==> src/logic/csrc_pkg.sv <==
`default_nettype none
package csrc_pkg;
    // Register addresses on the serial control port.
    localparam logic [9:0] CSRC_ADDR_PLL_CONTROL = 10'h010;
    localparam logic [9:0] CSRC_ADDR_PREDIV_RATIO = 10'h1e0;
    localparam logic [9:0] CSRC_ADDR_SOURCE_SELECT = 10'h1e1;
    // Field positions.
    localparam int CSRC_POL_BIT = 7;
    localparam int CSRC_BYPASS_BIT = 0;
    localparam int CSRC_SRCSEL_BIT = 1;
    // Power-mode codes.
    localparam logic [1:0] CSRC_PWR_NORMAL = 2'h0;
    localparam logic [1:0] CSRC_PWR_ASYNC_PD = 2'h1;
    // Values after reset.
    localparam logic [7:0] CSRC_PLL_CONTROL_RST = 8'h01;
    localparam logic [7:0] CSRC_PREDIV_RATIO_RST = 8'h02;
    localparam logic [7:0] CSRC_SOURCE_SELECT_RST = 8'h00;
    // Pre-divider field codes; code n selects divide-by-(n+2).
    localparam logic [2:0] CSRC_DIV_CODE_MIN = 3'h0;
    localparam logic [2:0] CSRC_DIV_CODE_MAX = 3'h4;
    localparam logic [2:0] CSRC_DIV_RATIO_MIN = 3'h2;
endpackage : csrc_pkg
`default_nettype wire

==> src/logic/csrc_ratio_map.sv <==
`default_nettype none
module csrc_ratio_map
    import csrc_pkg::*;
(
    // Field code in.
    input wire logic [2:0] code,
    // Ratio out.
    output logic [2:0] ratio,
    output logic supported
);
    always_comb begin
        supported = (code >= CSRC_DIV_CODE_MIN) && (code <= CSRC_DIV_CODE_MAX);
        // Unsupported codes fall back to the smallest ratio so the path never runs undivided.
        ratio = supported ? 3'(code + CSRC_DIV_RATIO_MIN) : CSRC_DIV_RATIO_MIN;
    end
endmodule : csrc_ratio_map
`default_nettype wire

==> src/logic/csrc_top.sv <==
// Notes on behaviour
// - At reset the PLL is powered down and external clock passes the pre-divider.
// - Pre-divider ratio field bits 2:0 reset to the divide-by-4 code.
// - Pre-divider offers ratios 2 to 6; the divided path never divides below 2.
// - Source bit 1 low selects external clock; bit 0 low uses pre-divider; both reset low.
// - All three registers return to defaults on every reset.
// - PLL on with external clock selected powers down the oscillator, feeds prescaler.
// - PLL control bit 7 sets detector polarity: zero positive, one negative.
// - Power-mode code 00 puts the PLL into normal operation.
// - Source bit 0 set bypasses the pre-divider, feeding distribution directly.
`default_nettype none
module csrc_top
    import csrc_pkg::*;
(
    // Clock and reset.
    input wire logic REF_CLK,
    input wire logic RSTN,
    // Register write and read port from the serial control logic.
    input wire logic WR_EN,
    input wire logic RD_EN,
    input wire logic [9:0] ADDR,
    input wire logic [7:0] WDATA,
    output logic [7:0] RDATA,
    output logic RVALID,
    // Analog PLL controls.
    output logic PLL_POWER_ON,
    output logic [1:0] PLL_POWER_MODE,
    output logic PD_POLARITY_NEG,
    // Source routing controls.
    output logic SRC_OSC_SEL,
    output logic PREDIV_BYPASS,
    output logic [2:0] PREDIV_RATIO,
    output logic PREDIV_CODE_BAD,
    output logic OSC_POWER_ON,
    output logic EXT_TO_PRESCALER
);
    logic [7:0] pll_control_reg;
    logic [7:0] predivider_ratio_reg;
    logic [7:0] source_select_reg;
    logic [2:0] ratio_next;
    logic supported_next;
    logic pll_on_next;
    logic ext_sel_next;

    // Registers restore defaults on every reset, whatever was written before.
    always_ff @(posedge REF_CLK or negedge RSTN) begin
        if (!RSTN) begin
            pll_control_reg <= CSRC_PLL_CONTROL_RST;
            predivider_ratio_reg <= CSRC_PREDIV_RATIO_RST;
            source_select_reg <= CSRC_SOURCE_SELECT_RST;
        end else if (WR_EN) begin
            if (ADDR == CSRC_ADDR_PLL_CONTROL) begin
                pll_control_reg <= WDATA;
            end
            if (ADDR == CSRC_ADDR_PREDIV_RATIO) begin
                predivider_ratio_reg <= WDATA;
            end
            if (ADDR == CSRC_ADDR_SOURCE_SELECT) begin
                source_select_reg <= WDATA;
            end
        end
    end

    // Read data answers one cycle after the strobe; unmapped addresses read zero.
    always_ff @(posedge REF_CLK or negedge RSTN) begin
        if (!RSTN) begin
            RDATA <= 8'h00;
            RVALID <= 1'b0;
        end else begin
            RVALID <= RD_EN;
            if (RD_EN) begin
                unique case (ADDR)
                    CSRC_ADDR_PLL_CONTROL: RDATA <= pll_control_reg;
                    CSRC_ADDR_PREDIV_RATIO: RDATA <= predivider_ratio_reg;
                    CSRC_ADDR_SOURCE_SELECT: RDATA <= source_select_reg;
                    default: RDATA <= 8'h00;
                endcase
            end
        end
    end

    csrc_ratio_map u_map (
        .code(predivider_ratio_reg[2:0]),
        .ratio(ratio_next),
        .supported(supported_next)
    );

    assign pll_on_next = (pll_control_reg[1:0] == CSRC_PWR_NORMAL);
    assign ext_sel_next = !source_select_reg[CSRC_SRCSEL_BIT];

    // Outputs are registered so the analog controls never see decode glitches.
    always_ff @(posedge REF_CLK or negedge RSTN) begin
        if (!RSTN) begin
            PLL_POWER_ON <= 1'b0;
            PLL_POWER_MODE <= CSRC_PWR_ASYNC_PD;
            PD_POLARITY_NEG <= 1'b0;
            SRC_OSC_SEL <= 1'b0;
            PREDIV_BYPASS <= 1'b0;
            PREDIV_RATIO <= 3'(CSRC_PREDIV_RATIO_RST[2:0] + CSRC_DIV_RATIO_MIN);
            PREDIV_CODE_BAD <= 1'b0;
            OSC_POWER_ON <= 1'b0;
            EXT_TO_PRESCALER <= 1'b0;
        end else begin
            PLL_POWER_ON <= pll_on_next;
            PLL_POWER_MODE <= pll_control_reg[1:0];
            PD_POLARITY_NEG <= pll_control_reg[CSRC_POL_BIT];
            SRC_OSC_SEL <= !ext_sel_next;
            PREDIV_BYPASS <= source_select_reg[CSRC_BYPASS_BIT];
            PREDIV_RATIO <= ratio_next;
            PREDIV_CODE_BAD <= !supported_next;
            OSC_POWER_ON <= pll_on_next && !ext_sel_next;
            EXT_TO_PRESCALER <= pll_on_next && ext_sel_next;
        end
    end
endmodule : csrc_top
`default_nettype wire

==> config.mk <==
export PLATFORM = sky130hd
export DESIGN_NAME = csrc_top
export DESIGN_NICKNAME = d
export VERILOG_FILES = /design/src/logic/csrc_pkg.sv /design/src/logic/csrc_ratio_map.sv /design/src/logic/csrc_top.sv
export SDC_FILE = /design/constraint.sdc
export NUM_CORES = 1
export LEC_CHECK = 0
export BUFFER_PORTS_ARGS = -buffer_cell sky130_fd_sc_hd__buf_2
export CORE_MARGIN = 8
export CORE_UTILIZATION = 40
export CTS_BUF_LIST = sky130_fd_sc_hd__clkbuf_2 sky130_fd_sc_hd__clkbuf_4 sky130_fd_sc_hd__clkbuf_8
export CTS_CLUSTER_SIZE = 10
export DETAILED_ROUTE_END_ITERATION = 8
export GPL_TIMING_DRIVEN = 0
export SETUP_SLACK_MARGIN = 0.02
export SYNTH_ARGS = -nofsm -noshare
export SYNTH_HDL_FRONTEND = slang
export SYNTH_HIERARCHICAL = 1
export SYNTH_SLANG_ARGS = --single-unit
==> constraint.sdc <==
create_clock -name REF_CLK -period 1.3 [get_ports REF_CLK]
set_clock_uncertainty 0.15 [all_clocks]
set_input_delay 0.065 -clock REF_CLK [delete_from_list [all_inputs] [get_ports REF_CLK]]
set_output_delay 0.065 -clock REF_CLK [all_outputs]
set_load 0.005 [all_outputs]
# == Yosys cells after proc, flatten, opt, wreduce, memory -nomap -nowiden ==
# Cells that the tools add are included.
# classes
div_mod_pow,0
bitwise_logic,0
magnitude_cmp,2
n_shift,0
mux,2
mul,0
n_eq_ne,3
addsub,1
reduce_logical,9
# op_table
operator,n
8-bit case mux with 3 select lines,1
10-bit by 9-bit == test with 1-bit output (second input constant),2
10-bit by 5-bit == test with 1-bit output (second input constant),1
2-bit AND reduction,3
3-bit by 2-bit adder with 3-bit output (second input constant),1
3-bit by 1-bit greater-or-equal comparator with 1-bit output (second input constant),1
3-bit less-or-equal comparator (second input constant),1
1-bit logical AND,3
3-bit 2-to-1 mux,1
1-bit zero test,2
2-bit zero test,1
# totals
rom_bits,0
ff_bits,45
latch_bits,0
n_memories,0
wordCells,31
ram_bits,0

# == Longest topological paths before layout ==
# Gate-level depths: netlist (run 1).
# depth
word_depth,3
depth_mapped,4
ltp_nobuf,3

# == Hierarchy ==
# The synthesis (run 1) kept the hierarchy.
# by_module_without_submodules
mod,cells_each,instances,area_per_inst_um2,seq_area_each_um2
csrc_top,121,1,1757.9,1131.1
csrc_ratio_map,5,1,32.5,0.0

# == Least setup slack after synthesis (run 1) ==
# OpenSTA, ideal clock, no wires.
# synth_path
path_kind,input to register
from,input port ADDR[1]
to,register predivider_ratio_reg[0]
stages,3
required_time_ns,1.025
setup_ns,0.125
path_slack_ns,-0.401
t_arrival_ns,1.426
path_buffers,0
cell_sequence,or4_4 nor4_4 mux2_2
# synth_via
elab_chain_len,2
# synth_rtl
element,line,rtl
"start, declared",csrc_top.sv:21,"input wire logic [9:0] ADDR,"
10-bit by 9-bit == test with 1-bit output,csrc_top.sv:55,if (ADDR == CSRC_ADDR_PREDIV_RATIO) begin
2-bit AND reduction (no line),--,
"end signal, assigned",csrc_top.sv:49,predivider_ratio_reg <= CSRC_PREDIV_RATIO_RST;
"end signal, assigned",csrc_top.sv:56,predivider_ratio_reg <= WDATA;
"end, declared",csrc_top.sv:38,logic [7:0] predivider_ratio_reg;
# No other way between the ends.
# A chain may end at the register's enable or synchronous reset.

# == Final worst setup path (run 1) ==
# layout_path
from,input port ADDR[9]
to,register RDATA[6]
# layout_via
elab_chain_len,2
word_cells_on_any_way,4
classes_between,eq/ne (3); mux (1)
# layout_rtl
element,line,rtl
10-bit by 9-bit == test with 1-bit output / 10-bit by 5-bit == test with 1-bit output (equally long branches),csrc_top.sv:72,unique case (ADDR)
8-bit case mux with 3 select lines (*),csrc_top.sv:72,
"end signal, assigned",csrc_top.sv:73,CSRC_ADDR_PLL_CONTROL: RDATA <= pll_control_reg;
"end signal, assigned",csrc_top.sv:74,CSRC_ADDR_PREDIV_RATIO: RDATA <= predivider_ratio_reg;
"end signal, assigned",csrc_top.sv:75,CSRC_ADDR_SOURCE_SELECT: RDATA <= source_select_reg;
"end, declared",csrc_top.sv:23,"output logic [7:0] RDATA,"
# Every way passes the cells marked *; elsewhere a longest branch is shown, timed or not.

==> results of run 1 <==
-- repair_timing --
action                                 in CTS  in global routing
setup endpoints to repair                  32                 24
endpoints found under the hold margin      66                 41
pin swaps                                   4                  4
buffers inserted                            6                  1
resized for setup                          16                 11
cloned                                      0                  0
-- worst max-delay path: stages --
cell      delay [ns]
buf_6           0.09
or4_4           0.58
or4_4           0.45
buf_8           0.16
o221ai_2        0.15
-- kinds of logic after synthesis --
family                 share of synthesized area (%)
AOI/OAI and AO/OA                               4.19
buffers and inverters                           2.66
and+or+nand+nor                                 10.4
DFF                                             63.2
muxes                                           19.6
-- cell usage after synthesis (2+ instances only) --
master,count
mux2i_1,8
dfrtp_1,41
nand2b_1,2
nand4_1,2
o221ai_1,8
nor4_4,2
dfstp_2,4
mux2_2,24
buf_2,2
nand2_1,11
inv_1,9
nor2_1,2
-- metal layers --
layer | wire (um) | vias to the layer above
met2 | 1990 | 40
li1 | - | 582
met5 | 0 | -
met3 | 261 | 9
met1 | 1790 | 633
met4 | 70 | 0
-- stage by stage --
| stage | TNS (ns) | hold slack [ns] | worst slack [ns] | utilization, % | std cells |
|---|---|---|---|---|---|
| after floorplan | -7.59 | -0.381 | -0.325 | - | 126 |
| after global placement | -18.27 | 0.0607 | -0.657 | 48.7 | 220 |
| after detailed placement | -18.71 | 0.0567 | -0.696 | 48.7 | 220 |
| after CTS | -3.46 | -0.198 | -0.181 | 56.4 | 243 |
| after global routing | -2.48 | -0.167 | -0.143 | 57.7 | 244 |
| final | -2.61 | -0.227 | -0.142 | 57.7 | 244 |
-- final cells by class --
cell class,count,area share [%]
buffer,2,1.40
clock buffer,7,3.61
clock inverter,1,1.20
inverter,10,1.50
multi-input combinational,69,29.1
sequential,45,45.3
tap,52,2.61
timing repair buffer,58,15.3
-- worst paths after layout --
check                                       end  slack, ns  cells past startpoint
max                                    RDATA[6]      -0.14                      5
min                                      RVALID      -0.23                      1
max reg2reg                     PREDIV_RATIO[2]       0.25                      2
min reg2reg                   PLL_POWER_MODE[0]       0.25                      0
max in group asynchronous  source_select_reg[3]       0.62                      1
min in group REF_CLK                   RDATA[2]       0.10                      4
-- power groups by stage --
stage / combinational (uW) / clock (uW) / sequential [uW]
6_report: 181 / 1080 / 1430
3_5_place_dp: 148 / 0 / 1460
2_1_floorplan: 54.3 / 0 / 1460
3_3_place_gp: 142 / 0 / 1460
5_1_grt: 197 / 1210 / 1430
4_1_cts: 179 / 1110 / 1430
==> results.sh, run 1 <==
export IMPL_outcome="finished with violations"
export IMPL_violations="hold timing, setup timing"
export IMPL_total_power_uw=2690
export IMPL_p_sw_share_pct=20.0
export IMPL_die_area_sq_um=6870
export IMPL_hold_path_class="in2async"
export IMPL_rows=24
export IMPL_r2r_start="predivider_ratio_reg[0]"
export IMPL_post_route_period_util_pct=111
export IMPL_met1_usage_pct=13.3
export IMPL_clockRootBuffer="clkbuf_8"
export IMPL_layout_common_cells="dfrtp_1, buf_2, mux2_4"
export IMPL_num_vias=1264
export IMPL_firstDrtPassIters=4
export IMPL_worstPathRequired_ns=1.36
export IMPL_p_comb_share_pct=6.7
export IMPL_layout_commonest_cell="dfrtp_1"
export IMPL_start_kind="primary input"
export IMPL_fmax_ghz=0.694
export IMPL_p_leak_uw=0.00123
export IMPL_syn_area_sq_um=1790
export IMPL_port_buffers=42
export IMPL_cts_inserted_buffers=5
export IMPL_grtUsageMet2_pct=20.9
export IMPL_diodes=0
export IMPL_worst_ep_arrival_time_ns=1.50
export IMPL_synth_avg_cell_area_sq_um=14.2
export IMPL_seq_area_sq_um=1130
export IMPL_ys_seq_area_share_pct=63.2
export IMPL_totalWireLength_mm=4.11
export IMPL_hold_violations=41
export IMPL_ir_worst_vdd_mv=0.593
export IMPL_clk_pin_slew_ns=0.08
export IMPL_die_h_um=82.9
export IMPL_rsz0062_at_grt="yes"
export IMPL_power_switching_uw=538
export IMPL_crit_start="ADDR[9]"
export IMPL_gp_congestion=0.808
export IMPL_ctsHoldBuffers=9
export IMPL_setup_slack_ns=-0.142
export IMPL_endpoint_kind="flip-flop"
export IMPL_io_pins=43
export IMPL_yosys_warnings=6
export IMPL_synth_seq_cells=45
export IMPL_setup_viol=24
export IMPL_gr_usage_met3_pct=4.98
export IMPL_postSynthCellCount=126
export IMPL_slew_violations=0
export IMPL_synthTopCellsByArea="dfrtp_1, mux2_2, dfstp_2"
export IMPL_area_growth_pct=39.4
export IMPL_nFillCells=374
export IMPL_period_minus_slack_ns=1.44
export IMPL_drive_gt1_share_pct=51.0
export IMPL_clock_power_share_pct=40.2
export IMPL_cts_tree="done"
export IMPL_ctsLongestPathBuffers=2
export IMPL_synth_top_area_cell="dfrtp_1"
export IMPL_grt_use_total_pct=12.3
export IMPL_synth_flop_cell="dfrtp_1"
export IMPL_overflow=0
export IMPL_grt_max_degree=46
export IMPL_fp_dieW_um=82.9
export IMPL_route_detailed_drc=0
export IMPL_p_seq_share_pct=53.1
export IMPL_grt_pass1_vias=1422
export IMPL_htreeDepth=2
export IMPL_place_area_sq_um=2110
export IMPL_slew_headroom_pct=35.7
export IMPL_grt_busiest_layer="met2"
export IMPL_synth_top_area_share_pct=57.3
export IMPL_fin_area_sq_um=2500
export IMPL_ant_nets=0
export IMPL_nNetsFinal=213
export IMPL_grt_pass1_wl_mm=6.83
export IMPL_power_density_nw_per_um2=1080
export IMPL_postSynth_asyncResetShare_pct=100
export IMPL_p_int_uw=2150
export IMPL_start_util_pct=41.4
export IMPL_synth_nets=148
export IMPL_insertion_delay_ns=0.29
export IMPL_hpwlAfterDp_mm=2.73
export IMPL_cts_sinks=45
export IMPL_yosysUniqueCellTypes=23
export IMPL_hold_ws_ns=-0.227
export IMPL_viasPerCell=5.18
export IMPL_multiInputGateArea_sq_um=726
export IMPL_maxCapViolations=0
export IMPL_drt_iter0_markers=80
export IMPL_worst_pin_slew_ns=0.964
export IMPL_antenna_found_initial=0
export IMPL_wire_per_inst_um=16.8
export IMPL_core_sq_um=4320
export IMPL_worstSetupPathType="in2reg"
export IMPL_cp_max_fo=8
export IMPL_synth_edf_count=0
(Power assumes the default switching activity.)
==> inputs of run 2 (changes only) <==
--- a/config.mk
+++ b/config.mk
@@ -7,11 +7,12 @@
 export LEC_CHECK = 0
 export BUFFER_PORTS_ARGS = -buffer_cell sky130_fd_sc_hd__buf_2
 export CORE_MARGIN = 8
-export CORE_UTILIZATION = 40
+export CORE_UTILIZATION = 45
 export CTS_BUF_LIST = sky130_fd_sc_hd__clkbuf_2 sky130_fd_sc_hd__clkbuf_4 sky130_fd_sc_hd__clkbuf_8
 export CTS_CLUSTER_SIZE = 10
 export DETAILED_ROUTE_END_ITERATION = 8
 export GPL_TIMING_DRIVEN = 0
+export PLACE_DENSITY = 0.69
 export SETUP_SLACK_MARGIN = 0.02
 export SYNTH_ARGS = -nofsm -noshare
 export SYNTH_HDL_FRONTEND = slang
==> constraint.sdc (replaced) <==
create_clock -name REF_CLK -period 1.3 [get_ports REF_CLK]
set_clock_uncertainty 0.15 [all_clocks]
set_input_delay 0.26 -clock REF_CLK [delete_from_list [all_inputs] [get_ports REF_CLK]]
set_output_delay 0.26 -clock REF_CLK [all_outputs]
set_load 0.005 [all_outputs]
==> run 2 against run 1 <==
  * The run still ends with hold timing, setup timing left
  * Die area decreased by 9.0%
  * Power shrank 6.2%
  * Hold slack improved by 0.20 ns
  * Core utilization is 5.2 points higher
  * Highest routed layer unchanged
  * Non-clock buffer count shrank 5
  * Critical path depth unchanged
  * Via count up 0.24%
  * Critical path type unchanged
  * Setup slack got worse by 0.20 ns
  * Clock power is 15% lower
  * Final cell count decreased by 2.9%
  * Largest power group unchanged
  * Fmax shrank 12%
==> results.sh, run 2 (synthesis results as in run 1) <==
export IMPL_outcome="finished with violations"
export IMPL_violations="hold timing, setup timing"
export IMPL_worst_pin_slew_ns=0.981
export IMPL_cts_tree="done"
export IMPL_start_util_pct=45.7
export IMPL_grt_max_degree=46
export IMPL_fp_dieW_um=79.1
export IMPL_grtUsageMet2_pct=24.2
export IMPL_totalWireLength_mm=4.59
export IMPL_fin_area_sq_um=2460
export IMPL_area_growth_pct=37.5
export IMPL_port_buffers=42
export IMPL_endpoint_kind="flip-flop"
export IMPL_gr_usage_met3_pct=4.85
export IMPL_ctsLongestPathBuffers=2
export IMPL_grt_pass1_wl_mm=6.95
export IMPL_crit_top_cell="buf_6"
export IMPL_power_density_nw_per_um2=1030
export IMPL_worstPathRequired_ns=1.33
export IMPL_setup_viol=34
export IMPL_layout_commonest_cell="dfrtp_1"
export IMPL_die_h_um=79.1
export IMPL_route_detailed_drc=0
export IMPL_cts_inserted_buffers=5
export IMPL_slew_headroom_pct=34.6
export IMPL_worst_ep_arrival_time_ns=1.67
export IMPL_setup_tns_ns=-7.95
export IMPL_rows=23
export IMPL_core_sq_um=3910
export IMPL_diodes=0
export IMPL_ir_worst_vdd_mv=0.698
export IMPL_hpwlAfterDp_mm=2.75
export IMPL_maxCapViolations=0
export IMPL_ant_nets=0
export IMPL_grt_busiest_layer="met2"
export IMPL_setup_slack_ns=-0.345
export IMPL_start_kind="primary input"
export IMPL_crit_path_cell_trace="buf_6 -> or4_4 -> nor4_4 -> buf_6 -> mux2_4"
export IMPL_hold_ws_ns=-0.0309
export IMPL_slowest_stage="or4_4"
export IMPL_grt_use_total_pct=14.6
export IMPL_hold_violations=41
export IMPL_cp_max_fo=7
export IMPL_viasPerCell=5.35
export IMPL_total_power_uw=2520
export IMPL_wire_per_inst_um=19.4
export IMPL_slew_violations=0
export IMPL_htreeDepth=2
export IMPL_place_area_sq_um=2100
export IMPL_hold_path_class="in2async"
export IMPL_insertion_delay_ns=0.29
export IMPL_clk_pin_slew_ns=0.08
export IMPL_fmax_ghz=0.608
export IMPL_gp_congestion=0.767
export IMPL_drt_iter0_markers=62
export IMPL_met1_usage_pct=16.5
export IMPL_p_leak_uw=0.00121
export IMPL_rsz0062_at_grt="yes"
export IMPL_cp_slowest_stage_delay_ns=0.58
export IMPL_cts_sinks=45
export IMPL_io_pins=43
export IMPL_dp_slack_ns=-0.887
export IMPL_drive_gt1_share_pct=56.1
export IMPL_period_minus_slack_ns=1.64
export IMPL_firstDrtPassIters=4
export IMPL_overflow=0
export IMPL_grt_pass1_vias=1359
export IMPL_worstSetupPathType="in2reg"
export IMPL_clockRootBuffer="clkbuf_8"
export IMPL_layout_common_cells="dfrtp_1, buf_2, mux2_4"
export IMPL_num_vias=1267
export IMPL_post_route_period_util_pct=127
export IMPL_antenna_found_initial=0
export IMPL_die_area_sq_um=6250
export IMPL_nNetsFinal=208
## run 2: changes by cell type in the layout (fill, tap and decap cells not counted), moves of 2 or more
cell / change
dlygate4sd3_1: -8
o221ai_2: +4
o221ai_1: -4
buf_6: +4
buf_2: -2
## run 2: final timing paths
check                                        start                       to  slack, ns  depth (start not counted)
setup / recovery                           ADDR[9]  predivider_ratio_reg[5]      -0.34                          5
hold / removal                                RSTN                   RVALID      -0.03                          1
setup reg to reg           predivider_ratio_reg[1]                 RDATA[1]       0.24                          2
hold reg to reg                 pll_control_reg[0]        PLL_POWER_MODE[0]       0.25                          0
max in group asynchronous                     RSTN       pll_control_reg[6]       0.42                          1
min in group REF_CLK                      WDATA[3]  predivider_ratio_reg[3]       0.07                          2
## run 2: repair_timing
item | CTS | global route
setup buffers | 8 | 2
endpoints found under the setup margin | 34 | 34
resized for setup | 26 | 13
endpoints found under the hold margin | 39 | 0
pin swaps | 5 | 7
hold buffers | 1 | 0
## run 2: per-stage QoR
stage	utilization (%)	hold WS, ns	std cells
after floorplan	-	-0.186	126
after global placement	53.7	0.231	218
after detailed placement	53.7	0.235	218
after CTS	60.6	-0.00975	235
after global routing	62.9	0.0413	237
final	62.9	-0.0309	237
## run 2: worst max-delay path, delay by kind of cell
family / cells / cell delay (ns)
simple gates: 2 / 0.79
buf+inv: 2 / 0.32
mux: 1 / 0.31
## run 2: power by group
part           total, uW  internal [uW]  switching (uW)
logic                180           81.3            98.9
clock network        915            453             462
registers           1430           1420            10.2
## run 2: cell type report
cell class,count,area (sq um)
plain buffers,2,35.0
clock inverters,1,7.51
well taps,50,62.6
multi-input cells,69,759
fillers,327,1450
repair buffers,53,339
flip-flops and latches,45,1130
inverters,10,37.5
clock buffers,7,90.1
## run 2: per-layer routing
metal / routed length (um) / share of wire [%]
met1: 1740 / 38
met2: 2410 / 53
met3: 350 / 7.6
met4: 85 / 1.9
met5: 0 / 0
